===== src/pkg/bnic_pkg.sv =====
// Shared constants, field positions and carrier types for the node identification registers.
package bnic_pkg;

  // Register byte offsets inside the node's required register space.
  localparam logic [7:0] OFF_NODE_TYPE_INFO = 8'h00;
  localparam logic [7:0] OFF_BUS_IFACE_CSR = 8'h04;

  // Node-type register field positions.
  localparam int NT_TYPE_LSB = 0;
  localparam int NT_TYPE_MSB = 15;
  localparam int NT_PORT_REV_LSB = 16;
  localparam int NT_PORT_REV_MSB = 23;
  localparam int NT_LINK_REV_LSB = 24;
  localparam int NT_LINK_REV_MSB = 28;
  localparam int NT_RSVD_BIT = 29;
  localparam int NT_BUF_SIZE_BIT = 30;
  localparam int NT_DUPLEX_BIT = 31;

  // Control/status register field positions.
  localparam int CS_IF_REV_LSB = 24;
  localparam int CS_IF_REV_MSB = 31;
  localparam int CS_IF_TYPE_LSB = 16;
  localparam int CS_IF_TYPE_MSB = 23;
  localparam int CS_HARD_SUM_BIT = 15;
  localparam int CS_SOFT_SUM_BIT = 14;
  localparam int CS_UNUSED_BIT = 13;
  localparam int CS_FAILED_BIT = 12;
  localparam int CS_PASSED_BIT = 11;
  localparam int CS_REINIT_BIT = 10;
  localparam int CS_MBZ_BIT = 9;
  localparam int CS_UNLOCK_PEND_BIT = 8;
  localparam int CS_HARD_IE_BIT = 7;
  localparam int CS_SOFT_IE_BIT = 6;
  localparam int CS_GRANT_LSB = 4;
  localparam int CS_GRANT_MSB = 5;
  localparam int CS_NODE_ID_LSB = 0;
  localparam int CS_NODE_ID_MSB = 3;

  // Widths of the error inputs taken from the bus error register.
  localparam int HARD_ERR_W = 15;
  localparam int SOFT_ERR_W = 3;

  // Length of the dc-low pulse produced by a node reinitialisation, in clock cycles.
  localparam logic [7:0] DC_LOW_CYCLES = 8'h10;

  // Reset values of the read-only and reloaded fields.
  localparam logic [15:0] NODE_TYPE_CODE = 16'h5a3c; // Arbitrary value.
  localparam logic [7:0] IFACE_REVISION = 8'h3c; // Arbitrary value.
  localparam logic [7:0] IFACE_TYPE_CODE = 8'h5a; // Arbitrary value.
  localparam logic [7:0] PORT_REV_RESET = 8'h00;
  localparam logic [4:0] LINK_REV_RESET = 5'h00;
  localparam logic BUF_SIZE_RESET = 1'b0;
  localparam logic DUPLEX_RESET = 1'b0;

  typedef enum logic [1:0] {
    GRANT_DUAL_ROUND_ROBIN = 2'h0,
    GRANT_FIXED_HIGH = 2'h1,
    GRANT_FIXED_LOW = 2'h2,
    GRANT_DISABLED = 2'h3
  } bnic_grant_e;

  typedef enum logic [1:0] {
    SEQ_DC_LOW = 2'h1,
    SEQ_RUN = 2'h2
  } bnic_seq_e;

  typedef struct packed {
    logic valid;
    logic write;
    logic [7:0] addr;
    logic [31:0] wdata;
  } bnic_req_s;

  typedef struct packed {
    logic valid;
    logic ack;
    logic [31:0] rdata;
  } bnic_rsp_s;

  typedef struct packed {
    logic interlocked_read;
    logic unlocking_masked_write;
    logic unlock_attempt;
  } bnic_mst_s;

endpackage


===== src/bnic_csr.sv =====
// Node identification and control/status registers of a backplane-bus node.
`timescale 1ns/100ps
module bnic_csr (
  input wire logic mclk,
  input wire logic mrst_n,
  input wire logic ce,
  input wire bnic_pkg::bnic_req_s req,
  output bnic_pkg::bnic_rsp_s rsp,
  input wire bnic_pkg::bnic_mst_s mst,
  input wire logic [bnic_pkg::HARD_ERR_W-1:0] hard_err_bits,
  input wire logic [bnic_pkg::SOFT_ERR_W-1:0] soft_err_bits,
  input wire logic iface_selftest_pass,
  input wire logic port_selftest_pass,
  input wire logic stop_cmd,
  input wire logic [3:0] iface_info_lines,
  output logic iface_dc_low_line_n,
  output logic selftest_reload,
  output logic bus_drivers_en,
  output logic interlock_sequence_fault,
  output logic hard_err_irq_req,
  output logic soft_err_irq_req,
  output logic [1:0] bus_grant_scheme
);

  logic dc_low;
  logic last_dc_cycle;
  logic dc_released;
  logic selftest_failed_flag;
  logic selftest_passed_flag;
  logic unlock_write_pending_flag;
  logic hard_ie;
  logic soft_ie;
  logic iface_pass_seen;
  logic port_pass_seen;
  logic [3:0] node_id;
  logic [7:0] port_rev;
  logic [4:0] link_rev;
  logic buf_size;
  logic duplex;
  logic hard_fault_summary;
  logic soft_fault_summary;
  logic hit_type;
  logic hit_csr;
  logic wr_type;
  logic wr_csr_raw;
  logic pass_violation;
  logic wr_csr;
  logic node_reinit_request;
  logic [31:0] node_type_info;
  logic [31:0] bus_iface_control_status;
  logic [7:0] rsp_addr;

  assign hard_fault_summary = |hard_err_bits;
  assign soft_fault_summary = |soft_err_bits;

  assign hit_type = (req.addr == bnic_pkg::OFF_NODE_TYPE_INFO);
  assign hit_csr = (req.addr == bnic_pkg::OFF_BUS_IFACE_CSR);
  assign wr_type = ce && req.valid && req.write && hit_type;
  assign wr_csr_raw = ce && req.valid && req.write && hit_csr;

  // A write that would set the pass flag while it is clear is refused whole.
  assign pass_violation = wr_csr_raw && !selftest_passed_flag
                          && req.wdata[bnic_pkg::CS_PASSED_BIT];
  assign wr_csr = wr_csr_raw && !pass_violation;
  assign node_reinit_request = wr_csr && req.wdata[bnic_pkg::CS_REINIT_BIT];

  bnic_dc_seq u_dc_seq (
    .mclk(mclk),
    .mrst_n(mrst_n),
    .ce(ce),
    .start(node_reinit_request),
    .dc_low(dc_low),
    .last_cycle(last_dc_cycle),
    .released(dc_released)
  );

  assign iface_dc_low_line_n = !dc_low;
  assign selftest_reload = dc_released;
  assign bus_drivers_en = selftest_passed_flag;
  assign bus_grant_scheme = bus_iface_control_status[bnic_pkg::CS_GRANT_MSB:
                                                     bnic_pkg::CS_GRANT_LSB];

  // Revision, size and duplex fields are writable but reload on every dc-low.
  always_ff @(posedge mclk or negedge mrst_n) begin
    if (!mrst_n) begin
      port_rev <= bnic_pkg::PORT_REV_RESET;
      link_rev <= bnic_pkg::LINK_REV_RESET;
      buf_size <= bnic_pkg::BUF_SIZE_RESET;
      duplex <= bnic_pkg::DUPLEX_RESET;
    end else if (ce) begin
      if (dc_low) begin
        port_rev <= bnic_pkg::PORT_REV_RESET;
        link_rev <= bnic_pkg::LINK_REV_RESET;
        buf_size <= bnic_pkg::BUF_SIZE_RESET;
        duplex <= bnic_pkg::DUPLEX_RESET;
      end else if (wr_type) begin
        port_rev <= req.wdata[bnic_pkg::NT_PORT_REV_MSB:bnic_pkg::NT_PORT_REV_LSB];
        link_rev <= req.wdata[bnic_pkg::NT_LINK_REV_MSB:bnic_pkg::NT_LINK_REV_LSB];
        buf_size <= req.wdata[bnic_pkg::NT_BUF_SIZE_BIT];
        duplex <= req.wdata[bnic_pkg::NT_DUPLEX_BIT];
      end
    end
  end

  // The port self-test runs at power up only, so its result survives a reinitialisation.
  always_ff @(posedge mclk or negedge mrst_n) begin
    if (!mrst_n) begin
      port_pass_seen <= 1'b0;
    end else if (ce && port_selftest_pass) begin
      port_pass_seen <= 1'b1;
    end
  end

  always_ff @(posedge mclk or negedge mrst_n) begin
    if (!mrst_n) begin
      iface_pass_seen <= 1'b0;
    end else if (ce) begin
      if (dc_low) begin
        iface_pass_seen <= 1'b0;
      end else if (iface_selftest_pass) begin
        iface_pass_seen <= 1'b1;
      end
    end
  end

  // The pass flag clears under dc-low and a passing result wins over a write.
  always_ff @(posedge mclk or negedge mrst_n) begin
    if (!mrst_n) begin
      selftest_passed_flag <= 1'b0;
    end else if (ce) begin
      if (dc_low) begin
        selftest_passed_flag <= 1'b0;
      end else if (iface_selftest_pass) begin
        selftest_passed_flag <= 1'b1;
      end else if (wr_csr) begin
        selftest_passed_flag <= req.wdata[bnic_pkg::CS_PASSED_BIT];
      end
    end
  end

  // Failure flag sets under dc-low; that set outranks every clear.
  always_ff @(posedge mclk or negedge mrst_n) begin
    if (!mrst_n) begin
      selftest_failed_flag <= 1'b1;
    end else if (ce) begin
      if (dc_low) begin
        selftest_failed_flag <= 1'b1;
      end else if (iface_pass_seen && port_pass_seen) begin
        selftest_failed_flag <= 1'b0;
      end else if (wr_csr && req.wdata[bnic_pkg::CS_FAILED_BIT]) begin
        selftest_failed_flag <= 1'b0;
      end
    end
  end

  // An interlocked read in the same cycle as an unlocking write or a software clear leaves the flag set.
  always_ff @(posedge mclk or negedge mrst_n) begin
    if (!mrst_n) begin
      unlock_write_pending_flag <= 1'b0;
    end else if (ce) begin
      if (dc_low) begin
        unlock_write_pending_flag <= 1'b0;
      end else if (mst.interlocked_read) begin
        unlock_write_pending_flag <= 1'b1;
      end else if (mst.unlocking_masked_write) begin
        unlock_write_pending_flag <= 1'b0;
      end else if (wr_csr && req.wdata[bnic_pkg::CS_UNLOCK_PEND_BIT]) begin
        unlock_write_pending_flag <= 1'b0;
      end
    end
  end

  always_ff @(posedge mclk or negedge mrst_n) begin
    if (!mrst_n) begin
      interlock_sequence_fault <= 1'b0;
    end else if (ce) begin
      interlock_sequence_fault <= mst.unlock_attempt && !unlock_write_pending_flag;
    end
  end

  // Interrupt enables clear on dc-low and on a stop command.
  always_ff @(posedge mclk or negedge mrst_n) begin
    if (!mrst_n) begin
      hard_ie <= 1'b0;
      soft_ie <= 1'b0;
    end else if (ce) begin
      if (dc_low || stop_cmd) begin
        hard_ie <= 1'b0;
        soft_ie <= 1'b0;
      end else if (wr_csr) begin
        hard_ie <= req.wdata[bnic_pkg::CS_HARD_IE_BIT];
        soft_ie <= req.wdata[bnic_pkg::CS_SOFT_IE_BIT];
      end
    end
  end

  always_ff @(posedge mclk or negedge mrst_n) begin
    if (!mrst_n) begin
      hard_err_irq_req <= 1'b0;
      soft_err_irq_req <= 1'b0;
    end else if (ce) begin
      hard_err_irq_req <= hard_ie && hard_fault_summary;
      soft_err_irq_req <= soft_ie && soft_fault_summary;
    end
  end

  // Reserved grant codes are stored as written; software keeps the field at zero.
  logic [1:0] grant_mode;
  always_ff @(posedge mclk or negedge mrst_n) begin
    if (!mrst_n) begin
      grant_mode <= bnic_pkg::GRANT_DUAL_ROUND_ROBIN;
    end else if (ce) begin
      if (dc_low) begin
        grant_mode <= bnic_pkg::GRANT_DUAL_ROUND_ROBIN;
      end else if (wr_csr) begin
        grant_mode <= req.wdata[bnic_pkg::CS_GRANT_MSB:bnic_pkg::CS_GRANT_LSB];
      end
    end
  end

  always_ff @(posedge mclk or negedge mrst_n) begin
    if (!mrst_n) begin
      node_id <= 4'h0;
    end else if (ce && last_dc_cycle) begin
      node_id <= iface_info_lines;
    end
  end

  // Read images; the reinit bit, bit 13 and the must-be-zero bits always read zero.
  always_comb begin
    node_type_info = 32'h0000_0000;
    node_type_info[bnic_pkg::NT_TYPE_MSB:bnic_pkg::NT_TYPE_LSB] = bnic_pkg::NODE_TYPE_CODE;
    node_type_info[bnic_pkg::NT_PORT_REV_MSB:bnic_pkg::NT_PORT_REV_LSB] = port_rev;
    node_type_info[bnic_pkg::NT_LINK_REV_MSB:bnic_pkg::NT_LINK_REV_LSB] = link_rev;
    node_type_info[bnic_pkg::NT_RSVD_BIT] = 1'b0;
    node_type_info[bnic_pkg::NT_BUF_SIZE_BIT] = buf_size;
    node_type_info[bnic_pkg::NT_DUPLEX_BIT] = duplex;
  end

  always_comb begin
    bus_iface_control_status = 32'h0000_0000;
    bus_iface_control_status[bnic_pkg::CS_IF_REV_MSB:bnic_pkg::CS_IF_REV_LSB] =
      bnic_pkg::IFACE_REVISION;
    bus_iface_control_status[bnic_pkg::CS_IF_TYPE_MSB:bnic_pkg::CS_IF_TYPE_LSB] =
      bnic_pkg::IFACE_TYPE_CODE;
    bus_iface_control_status[bnic_pkg::CS_HARD_SUM_BIT] = hard_fault_summary;
    bus_iface_control_status[bnic_pkg::CS_SOFT_SUM_BIT] = soft_fault_summary;
    bus_iface_control_status[bnic_pkg::CS_UNUSED_BIT] = 1'b0;
    bus_iface_control_status[bnic_pkg::CS_FAILED_BIT] = selftest_failed_flag;
    bus_iface_control_status[bnic_pkg::CS_PASSED_BIT] = selftest_passed_flag;
    bus_iface_control_status[bnic_pkg::CS_REINIT_BIT] = 1'b0;
    bus_iface_control_status[bnic_pkg::CS_MBZ_BIT] = 1'b0;
    bus_iface_control_status[bnic_pkg::CS_UNLOCK_PEND_BIT] = unlock_write_pending_flag;
    bus_iface_control_status[bnic_pkg::CS_HARD_IE_BIT] = hard_ie;
    bus_iface_control_status[bnic_pkg::CS_SOFT_IE_BIT] = soft_ie;
    bus_iface_control_status[bnic_pkg::CS_GRANT_MSB:bnic_pkg::CS_GRANT_LSB] = grant_mode;
    bus_iface_control_status[bnic_pkg::CS_NODE_ID_MSB:bnic_pkg::CS_NODE_ID_LSB] = node_id;
  end

  // Every request taken while ce is high is answered one cycle later; unmapped offsets get a no-acknowledge.
  always_ff @(posedge mclk or negedge mrst_n) begin
    if (!mrst_n) begin
      rsp <= '0;
      rsp_addr <= 8'h00;
    end else if (ce) begin
      rsp.valid <= req.valid;
      rsp.ack <= req.valid && (hit_type || hit_csr) && !pass_violation;
      rsp_addr <= req.addr;
      if (req.valid && !req.write && hit_type) begin
        rsp.rdata <= node_type_info;
      end else if (req.valid && !req.write && hit_csr) begin
        rsp.rdata <= bus_iface_control_status;
      end else begin
        rsp.rdata <= 32'h0000_0000;
      end
    end
  end

  property p_pass_noack;
    @(posedge mclk) disable iff (!mrst_n)
    pass_violation |=> (rsp.valid && !rsp.ack);
  endproperty
  a_pass_noack: assert property (p_pass_noack) else $error("pass flag set acknowledged");

  property p_reinit_dc_low;
    @(posedge mclk) disable iff (!mrst_n)
    (node_reinit_request && !dc_low) |=> !iface_dc_low_line_n [*8];
  endproperty
  a_reinit_dc_low: assert property (p_reinit_dc_low) else $error("dc-low too short");

  property p_drivers_off;
    @(posedge mclk) disable iff (!mrst_n)
    (ce && dc_low) |=> (!bus_drivers_en && selftest_failed_flag);
  endproperty
  a_drivers_off: assert property (p_drivers_off) else $error("drivers on after dc-low");

  property p_reload_after_release;
    @(posedge mclk) disable iff (!mrst_n)
    (ce && last_dc_cycle) |=> (selftest_reload && iface_dc_low_line_n);
  endproperty
  a_reload_after_release: assert property (p_reload_after_release)
    else $error("no reload pulse at release");

  property p_pending_set;
    @(posedge mclk) disable iff (!mrst_n)
    (ce && !dc_low && mst.interlocked_read) |=> unlock_write_pending_flag;
  endproperty
  a_pending_set: assert property (p_pending_set) else $error("pending flag not set");

  property p_seq_fault;
    @(posedge mclk) disable iff (!mrst_n)
    (ce && mst.unlock_attempt) |=> (interlock_sequence_fault == !$past(unlock_write_pending_flag));
  endproperty
  a_seq_fault: assert property (p_seq_fault) else $error("interlock fault mismatch");

  property p_node_id;
    @(posedge mclk) disable iff (!mrst_n)
    (ce && last_dc_cycle) |=> (node_id == $past(iface_info_lines));
  endproperty
  a_node_id: assert property (p_node_id) else $error("node id not captured");

  property p_hard_irq;
    @(posedge mclk) disable iff (!mrst_n)
    (ce && hard_ie && hard_fault_summary) |=> hard_err_irq_req;
  endproperty
  a_hard_irq: assert property (p_hard_irq) else $error("hard error interrupt missing");

  property p_type_read;
    @(posedge mclk) disable iff (!mrst_n)
    (rsp.valid && rsp.ack && rsp_addr == bnic_pkg::OFF_NODE_TYPE_INFO && rsp.rdata != 32'h0)
      |-> (rsp.rdata[bnic_pkg::NT_TYPE_MSB:bnic_pkg::NT_TYPE_LSB] == bnic_pkg::NODE_TYPE_CODE
           && !rsp.rdata[bnic_pkg::NT_RSVD_BIT]);
  endproperty
  a_type_read: assert property (p_type_read) else $error("node type code wrong");

  property p_csr_zero_bits;
    @(posedge mclk) disable iff (!mrst_n)
    (rsp.valid && rsp.ack && rsp_addr == bnic_pkg::OFF_BUS_IFACE_CSR && rsp.rdata != 32'h0)
      |-> (rsp.rdata[bnic_pkg::CS_UNUSED_BIT:bnic_pkg::CS_MBZ_BIT]
           == {1'b0, rsp.rdata[bnic_pkg::CS_FAILED_BIT:bnic_pkg::CS_PASSED_BIT], 2'b00});
  endproperty
  a_csr_zero_bits: assert property (p_csr_zero_bits) else $error("zero bits nonzero");

endmodule


===== src/bnic_dc_seq.sv =====
// Dc-low sequencer: holds the interface dc-low line after power up or a reinitialisation.
`timescale 1ns/100ps
module bnic_dc_seq (
  input wire logic mclk,
  input wire logic mrst_n,
  input wire logic ce,
  input wire logic start,
  output logic dc_low,
  output logic last_cycle,
  output logic released
);

  bnic_pkg::bnic_seq_e state;
  logic [7:0] cnt;

  assign dc_low = (state == bnic_pkg::SEQ_DC_LOW);
  assign last_cycle = dc_low && (cnt == bnic_pkg::DC_LOW_CYCLES - 8'h01);

  // Power up counts as a dc-low period, so the node id is captured then too.
  always_ff @(posedge mclk or negedge mrst_n) begin
    if (!mrst_n) begin
      state <= bnic_pkg::SEQ_DC_LOW;
      cnt <= 8'h00;
    end else if (ce) begin
      case (state)
        bnic_pkg::SEQ_DC_LOW: begin
          if (last_cycle) begin
            state <= bnic_pkg::SEQ_RUN;
            cnt <= 8'h00;
          end else begin
            cnt <= cnt + 8'h01;
          end
        end
        bnic_pkg::SEQ_RUN: begin
          if (start) begin
            state <= bnic_pkg::SEQ_DC_LOW;
            cnt <= 8'h00;
          end
        end
        default: begin
          state <= bnic_pkg::SEQ_DC_LOW;
          cnt <= 8'h00;
        end
      endcase
    end
  end

  // One pulse in the first cycle after the line is released.
  always_ff @(posedge mclk or negedge mrst_n) begin
    if (!mrst_n) begin
      released <= 1'b0;
    end else if (ce) begin
      released <= last_cycle;
    end
  end

endmodule

===== config.mk =====
export PLATFORM = sky130hd
export DESIGN_NAME = bnic_csr
export DESIGN_NICKNAME = d
export VERILOG_FILES = /design/src/pkg/bnic_pkg.sv /design/src/bnic_csr.sv /design/src/bnic_dc_seq.sv
export SDC_FILE = /design/constraint.sdc
export NUM_CORES = 1
export LEC_CHECK = 0
export ABC_AREA = 1
export BUFFER_PORTS_ARGS = -buffer_cell sky130_fd_sc_hd__buf_2
export CAP_MARGIN = 20
export CORE_MARGIN = 5
export CORE_UTILIZATION = 51
export CTS_BUF_LIST = sky130_fd_sc_hd__clkbuf_8
export DETAILED_ROUTE_END_ITERATION = 7
export PLACE_DENSITY = 0.79
export SLEW_MARGIN = 20
export SYNTH_ARGS = -nofsm -noshare
export SYNTH_HDL_FRONTEND = slang
export SYNTH_SLANG_ARGS = --single-unit
export TNS_END_PERCENT = 10

===== constraint.sdc =====
create_clock -name mclk -period 1.66 [get_ports mclk]
set_clock_uncertainty 0.05 [all_clocks]
set_input_delay 0.249 -clock mclk [delete_from_list [all_inputs] [get_ports mclk]]
set_output_delay 0.249 -clock mclk [all_outputs]
set_load 0.005 [all_outputs]

# Word-level counts from Yosys, hierarchy flattened
# Index checks and enable logic that the tools add are counted.
# totals
regBits,76
latchBits,0
mem_bits_rw,0
rom_bits,0
input_bits,73
wordCells,111
n_memories,0
# classes
add_sub_neg,1
multipliers,0
div_mod_pow,0
order_cmp,0
eq_ne,6
shifts,0
muxes,34
bitwise_logic,0
reduce_logical,48
# op_table
cell,count
two-way mux 32 bit,1
two-way mux 8 bit,4
two-way mux 30 bit,1
logical AND 1 bit,22
two-way mux 1 bit,20
case mux 8 bit (2 select lines),1
AND reduction 2 bit,8
OR reduction 15 bit,1
two-way mux 5 bit,2
adder 8 x 1 -> 8 bit (second input constant),1
== test 8 x 3 -> 1 bit (second input constant),1
== test 8 x 4 -> 1 bit (second input constant),1
logical NOT 8 bit,1
two-way mux 2 bit,4
nonzero test 2 bit,4
nonzero test 3 bit,2
logical NOT 1 bit,5
case mux 2 bit (2 select lines),1
nonzero test 4 bit,1
AND reduction 3 bit,1
OR reduction 3 bit,1
== test 2 x 1 -> 1 bit (second input constant),1
== test 2 bit (second input constant),1
logical OR 1 bit,2
2 further kinds,2

# Logic depth before layout (Yosys ltp)
# logic_depth
ltp_word,12
ltp_mapped,10
depth_no_buf,9

# Cells and area by module
# A second synthesis with hierarchy kept.
# unflattened
cells_unflattened,388
hier_area_um2,3290.7
# by_module_without_submodules
module,instances,cells_per_inst,area_per_inst_um2,seq_area_each_um2
bnic_csr,1,300,2646.3,1577.8
bnic_dc_seq,1,88,644.4,276.5

# Worst setup path before layout
# OpenSTA, ideal clock, no wires.
# synth_path
kind,flip-flop to flip-flop
start,register u_dc_seq.state[0]
end,register hard_ie
arrival_ns,1.327
t_required_ns,1.494
setup_slack_ns,0.166
stages_incl_launch_ff,9
path_buffers,1
cell_sequence,dfstp_2 nand2_1 inv_1 buf_1 nor2_1 nand2_1 nand2_1 nand2_1 nand2_1
# synth_between
elab_chain_cells,4
word_cells_on_any_way,5
# synth_rtl
element,line,source
from (decl),bnic_dc_seq.sv:13,bnic_pkg::bnic_seq_e state;
from (signal assigned),bnic_dc_seq.sv:22,state <= bnic_pkg::SEQ_DC_LOW;
from (signal assigned),bnic_dc_seq.sv:28,state <= bnic_pkg::SEQ_RUN;
from (signal assigned),bnic_dc_seq.sv:36,state <= bnic_pkg::SEQ_DC_LOW;
== test 2 x 1 -> 1 bit *,bnic_dc_seq.sv:16,assign dc_low = (state == bnic_pkg::SEQ_DC_LOW);
logical OR 1 bit *,bnic_csr.sv:187,if (dc_low || stop_cmd) begin
nonzero test 2 bit (no line),--,
AND reduction 2 bit (no line),--,
to (signal assigned),bnic_csr.sv:191,hard_ie <= req.wdata[bnic_pkg::CS_HARD_IE_BIT];
to (decl),bnic_csr.sv:31,logic hard_ie;
# Mark *: on every way between the ends. The rest lies on a longest branch, timed or not.
# A chain may end at the register's enable or synchronous reset.

# Worst setup path in the final report
# layout_path
start,register u_dc_seq.cnt[0]
end,register node_id[3]
# layout_between
elab_chain_cells,3
# layout_rtl
element,line,source
from (decl),bnic_dc_seq.sv:14,logic [7:0] cnt;
from (signal assigned),bnic_dc_seq.sv:31,cnt <= cnt + 8'h01;
== test 8 x 4 -> 1 bit,bnic_dc_seq.sv:17,assign last_cycle = dc_low && (cnt == bnic_pkg::DC_LOW_CYCLES - 8'h01);
logical AND 1 bit,bnic_dc_seq.sv:17,
logical AND 1 bit,bnic_csr.sv:224,end else if (ce && last_dc_cycle) begin
to (signal assigned),bnic_csr.sv:225,node_id <= iface_info_lines;
to (decl),bnic_csr.sv:35,logic [3:0] node_id;
# No other way between the ends.

==> flow_summary_export.csv <==
group,metric,value,unit
status,run_status,"completed",
die,die_h,90.1,um
critical_path,required,1.83,ns
die,coreArea,0.00628,mm2
power,ir_drop,0.000622,V
global_route,grtUsageTotal,20.8,%
cells_and_area,layout_commonest_cell,"nand2_1",
die,rows,29,
critical_path,critPathKind,"reg2reg",
drt,first_pass_iters,4,
sta,clock.fmax,642,MHz
clocking,clk_latency,0.34,ns
clocking,cts.htree.levels,3,
synthesis,synthCells,364,
power,p_sw,1.08,mW
cells_and_area,stdcell_count,561,
cells_and_area,multi_input_area,0.00127,mm2
drt,drc_errors,0,
placement,gp_congestion,0.824,
hold_path,hp-class,"in2reg",
clocking,root_buffer,"clkbuf_8",
cells_and_area,layout_common_cells,"nand2_1 (113), buf_2 (102), dfrtp_1 (72)",
synthesis,yosys.area.top_type,"dfrtp_1",
drt,vias,2916,
synthesis,yosys-top-cells-area,"dfrtp_1 (55%), nand2_1 (13%), nand3_1 (8.7%), nor2_1 (2.5%), a32o_1 (2.4%)",
sta,rsz0062_at_grt,"true",
drt,ant_nets,0,
synthesis,syn-cell-area,0.00327,mm2
sta,slew_violations,0,
clocking,cts-buffers-inserted,9,
power,sw_frac_of_total,28.6,%
sta,finalCritPeriodShare,93.9,%
die,num_io_pins,115,
run,cap_violations,0,
critical_path,cp.arrival,1.73,ns
sta,setup-tns-final,0,ns
cells_and_area,diodes,0,
die,start_util,52.1,%
clocking,clockBufferDepth,2,
power,p_seq_share,52.7,%
sta,setup_viol,0,
hold_path,hold_start,"req[30]",
synthesis,yosysUniqueCellTypes,33,
power,p_leak,2.32,nW
synthesis,syn_area_per_cell,8.99,um2
clocking,clock-sinks,74,
sta,min_period,1.56,ns
synthesis,yosysSeqAreaShare,56.7,%
power,powerDensity,917,mW/mm2
critical_path,cp-start-kind,"register",
critical_path,regToRegStartpoint,"u_dc_seq.cnt[0]$_DFFE_PN0P_",
synthesis,synth_warnings,0,
synthesis,netlist.area_leader.share,55.1,%
global_route,antenna_found_initial,0,
global_route,grt_max_degree,38,
critical_path,cp-startpoint,"u_dc_seq.cnt[0]$_DFFE_PN0P_",
cells_and_area,fill_cells,530,
power,internal-power,2.70,mW
die,die_area,0.00812,mm2
drt,viasPerCell,5.20,
placement,port_buffers,103,
critical_path,worstPathMaxFanout,5,
global_route,grt_pass1_wl,14.0,mm
clocking,post-cts-setup-buffers,0,
sta,hold_viol,0,
clocking,cts_tree,"done",
clocking,clkTransAtPathRegs,0.07,ns
critical_path,end_kind,"register",
global_route,grt_pass1_vias,2963,
power,power_frac_comb,15.8,%
drt,wirelength,8.09,mm
drt,wl_per_cell,14.4,um
sta,holdWs,0.0530,ns
synthesis,synth_seq_cells,74,
die,die_x,90.1,um
cells_and_area,area_growth,26.0,%
cells_and_area,regArea,0.00185,mm2
drt,drt_iter0_drc,190,
global_route,grt_overflow_total,0,
cells_and_area,drive_above_1_share,33.5,%
cells_and_area,final_nets,555,
power,power.share.clock,31.4,%
placement,dp_cells,546,
placement,hpwl,6.00,mm
cells_and_area,fin_util,65.7,%
[what timing repair did]
item	in CTS	in global routing
hold buffers	1	0
hold endpoints to repair	27	0
resized for setup	0	2
endpoints found under the setup margin	0	7
[registers in the layout, summed over array words and instances, names as in the netlist, 2 cells and up]
name              flops
u_dc_seq.cnt          8
rsp                  32
u_dc_seq.state        2
link_rev              5
bus_grant_scheme      2
port_rev              8
node_id               4
[kinds of logic (layout without fill, tap and decap cells)]
| logic type | count (synthesis) | count (layout) | synth area share, % |
|---|---|---|---|
| AOI/OAI and AO/OA | 35 | 35 | 8.18 |
| adders and majority gates | 1 | 1 | 0.382 |
| buffers and inverters | 37 | 156 | 4.89 |
| DFF | 74 | 74 | 56.7 |
| muxes | 4 | 4 | 1.38 |
| other | 1 | 2 | 0.115 |
| and+or+nand+nor | 212 | 212 | 28.4 |
[per-stage QoR]
step                      area, um2  setup WS (ns)  power [mW]
after floorplan                3280          0.166        2.35
after global placement         3950         0.0726        2.60
after detailed placement       3950         0.0459        2.62
after CTS                      4120         0.0247        3.79
after global routing           4120        -0.0523        3.98
final                          4120          0.102        3.78
[layer usage]
metal  vias up  track usage, %  share of wire, %
li1       1433               -                 -
met1      1386            27.1                42
met2        80            33.0                49
met3        17            6.09               6.6
met4         0            7.69               2.6
met5         -               0                 0
[synthesized netlist by cell type]
library cell	count
nand2_1	114
dfrtp_1	72
nand3_1	57
nor2_1	22
inv_1	19
a32o_1	8
o21ai_0	8
o21ai_2	7
clkbuf_1	6
buf_2	5
nand4_1	5
buf_4	4
mux2_2	4
a22o_1	3
nand2_2	3
nor2_2	3
a21oi_1	2
dfstp_2	2
inv_2	2
nor2_4	2
o21bai_1	2
o31ai_1	2
or2_2	2
a21o_1	1
buf_1	1
conb_1	1
ha_1	1
nand3_2	1
nand3b_1	1
nor3_1	1
nor4_1	1
o211ai_1	1
o21ai_1	1
[final cells by class]
| class | count | area share, % |
|---|---|---|
| clock buffers | 10 | 3.34 |
| clock inverters | 4 | 0.486 |
| inverters | 21 | 1.91 |
| multi-input cells | 254 | 30.7 |
| flip-flops and latches | 74 | 45.0 |
| well taps | 77 | 2.34 |
| repair buffers | 121 | 16.2 |
[power groups by stage]
| stage | clock [mW] | sequential, mW | combinational [mW] |
|---|---|---|---|
| after floorplan | 0 | 2.00 | 0.343 |
| after global placement | 0 | 2.02 | 0.584 |
| after detailed placement | 0 | 2.02 | 0.600 |
| after CTS | 1.20 | 1.99 | 0.604 |
| after global routing | 1.28 | 2.00 | 0.699 |
| final | 1.19 | 1.99 | 0.598 |
[final timing paths]
kind	slack [ns]	to	depth (start not counted)
max in group asynchronous	0.64	rsp[8]$_DFFE_PN0P_	3
setup reg to reg	0.10	node_id[3]$_DFFE_PN0P_	5
hold reg to reg	0.42	port_pass_seen$_DFFE_PN0P_	1
min in group asynchronous	0.34	port_rev[1]$_DFFE_PN0P_	2
setup / recovery	0.10	node_id[3]$_DFFE_PN0P_	5
hold / removal	0.05	buf_size$_DFFE_PN0P_	3
[critical path, stage by stage, from the launching register on]
cell and delay, ns:
dfrtp_1 0.40, ha_1 0.20, nand3_1 0.15, nor2_1 0.21
nand2_2 0.14, mux2_2 0.30
(Power assumes the default switching activity.)
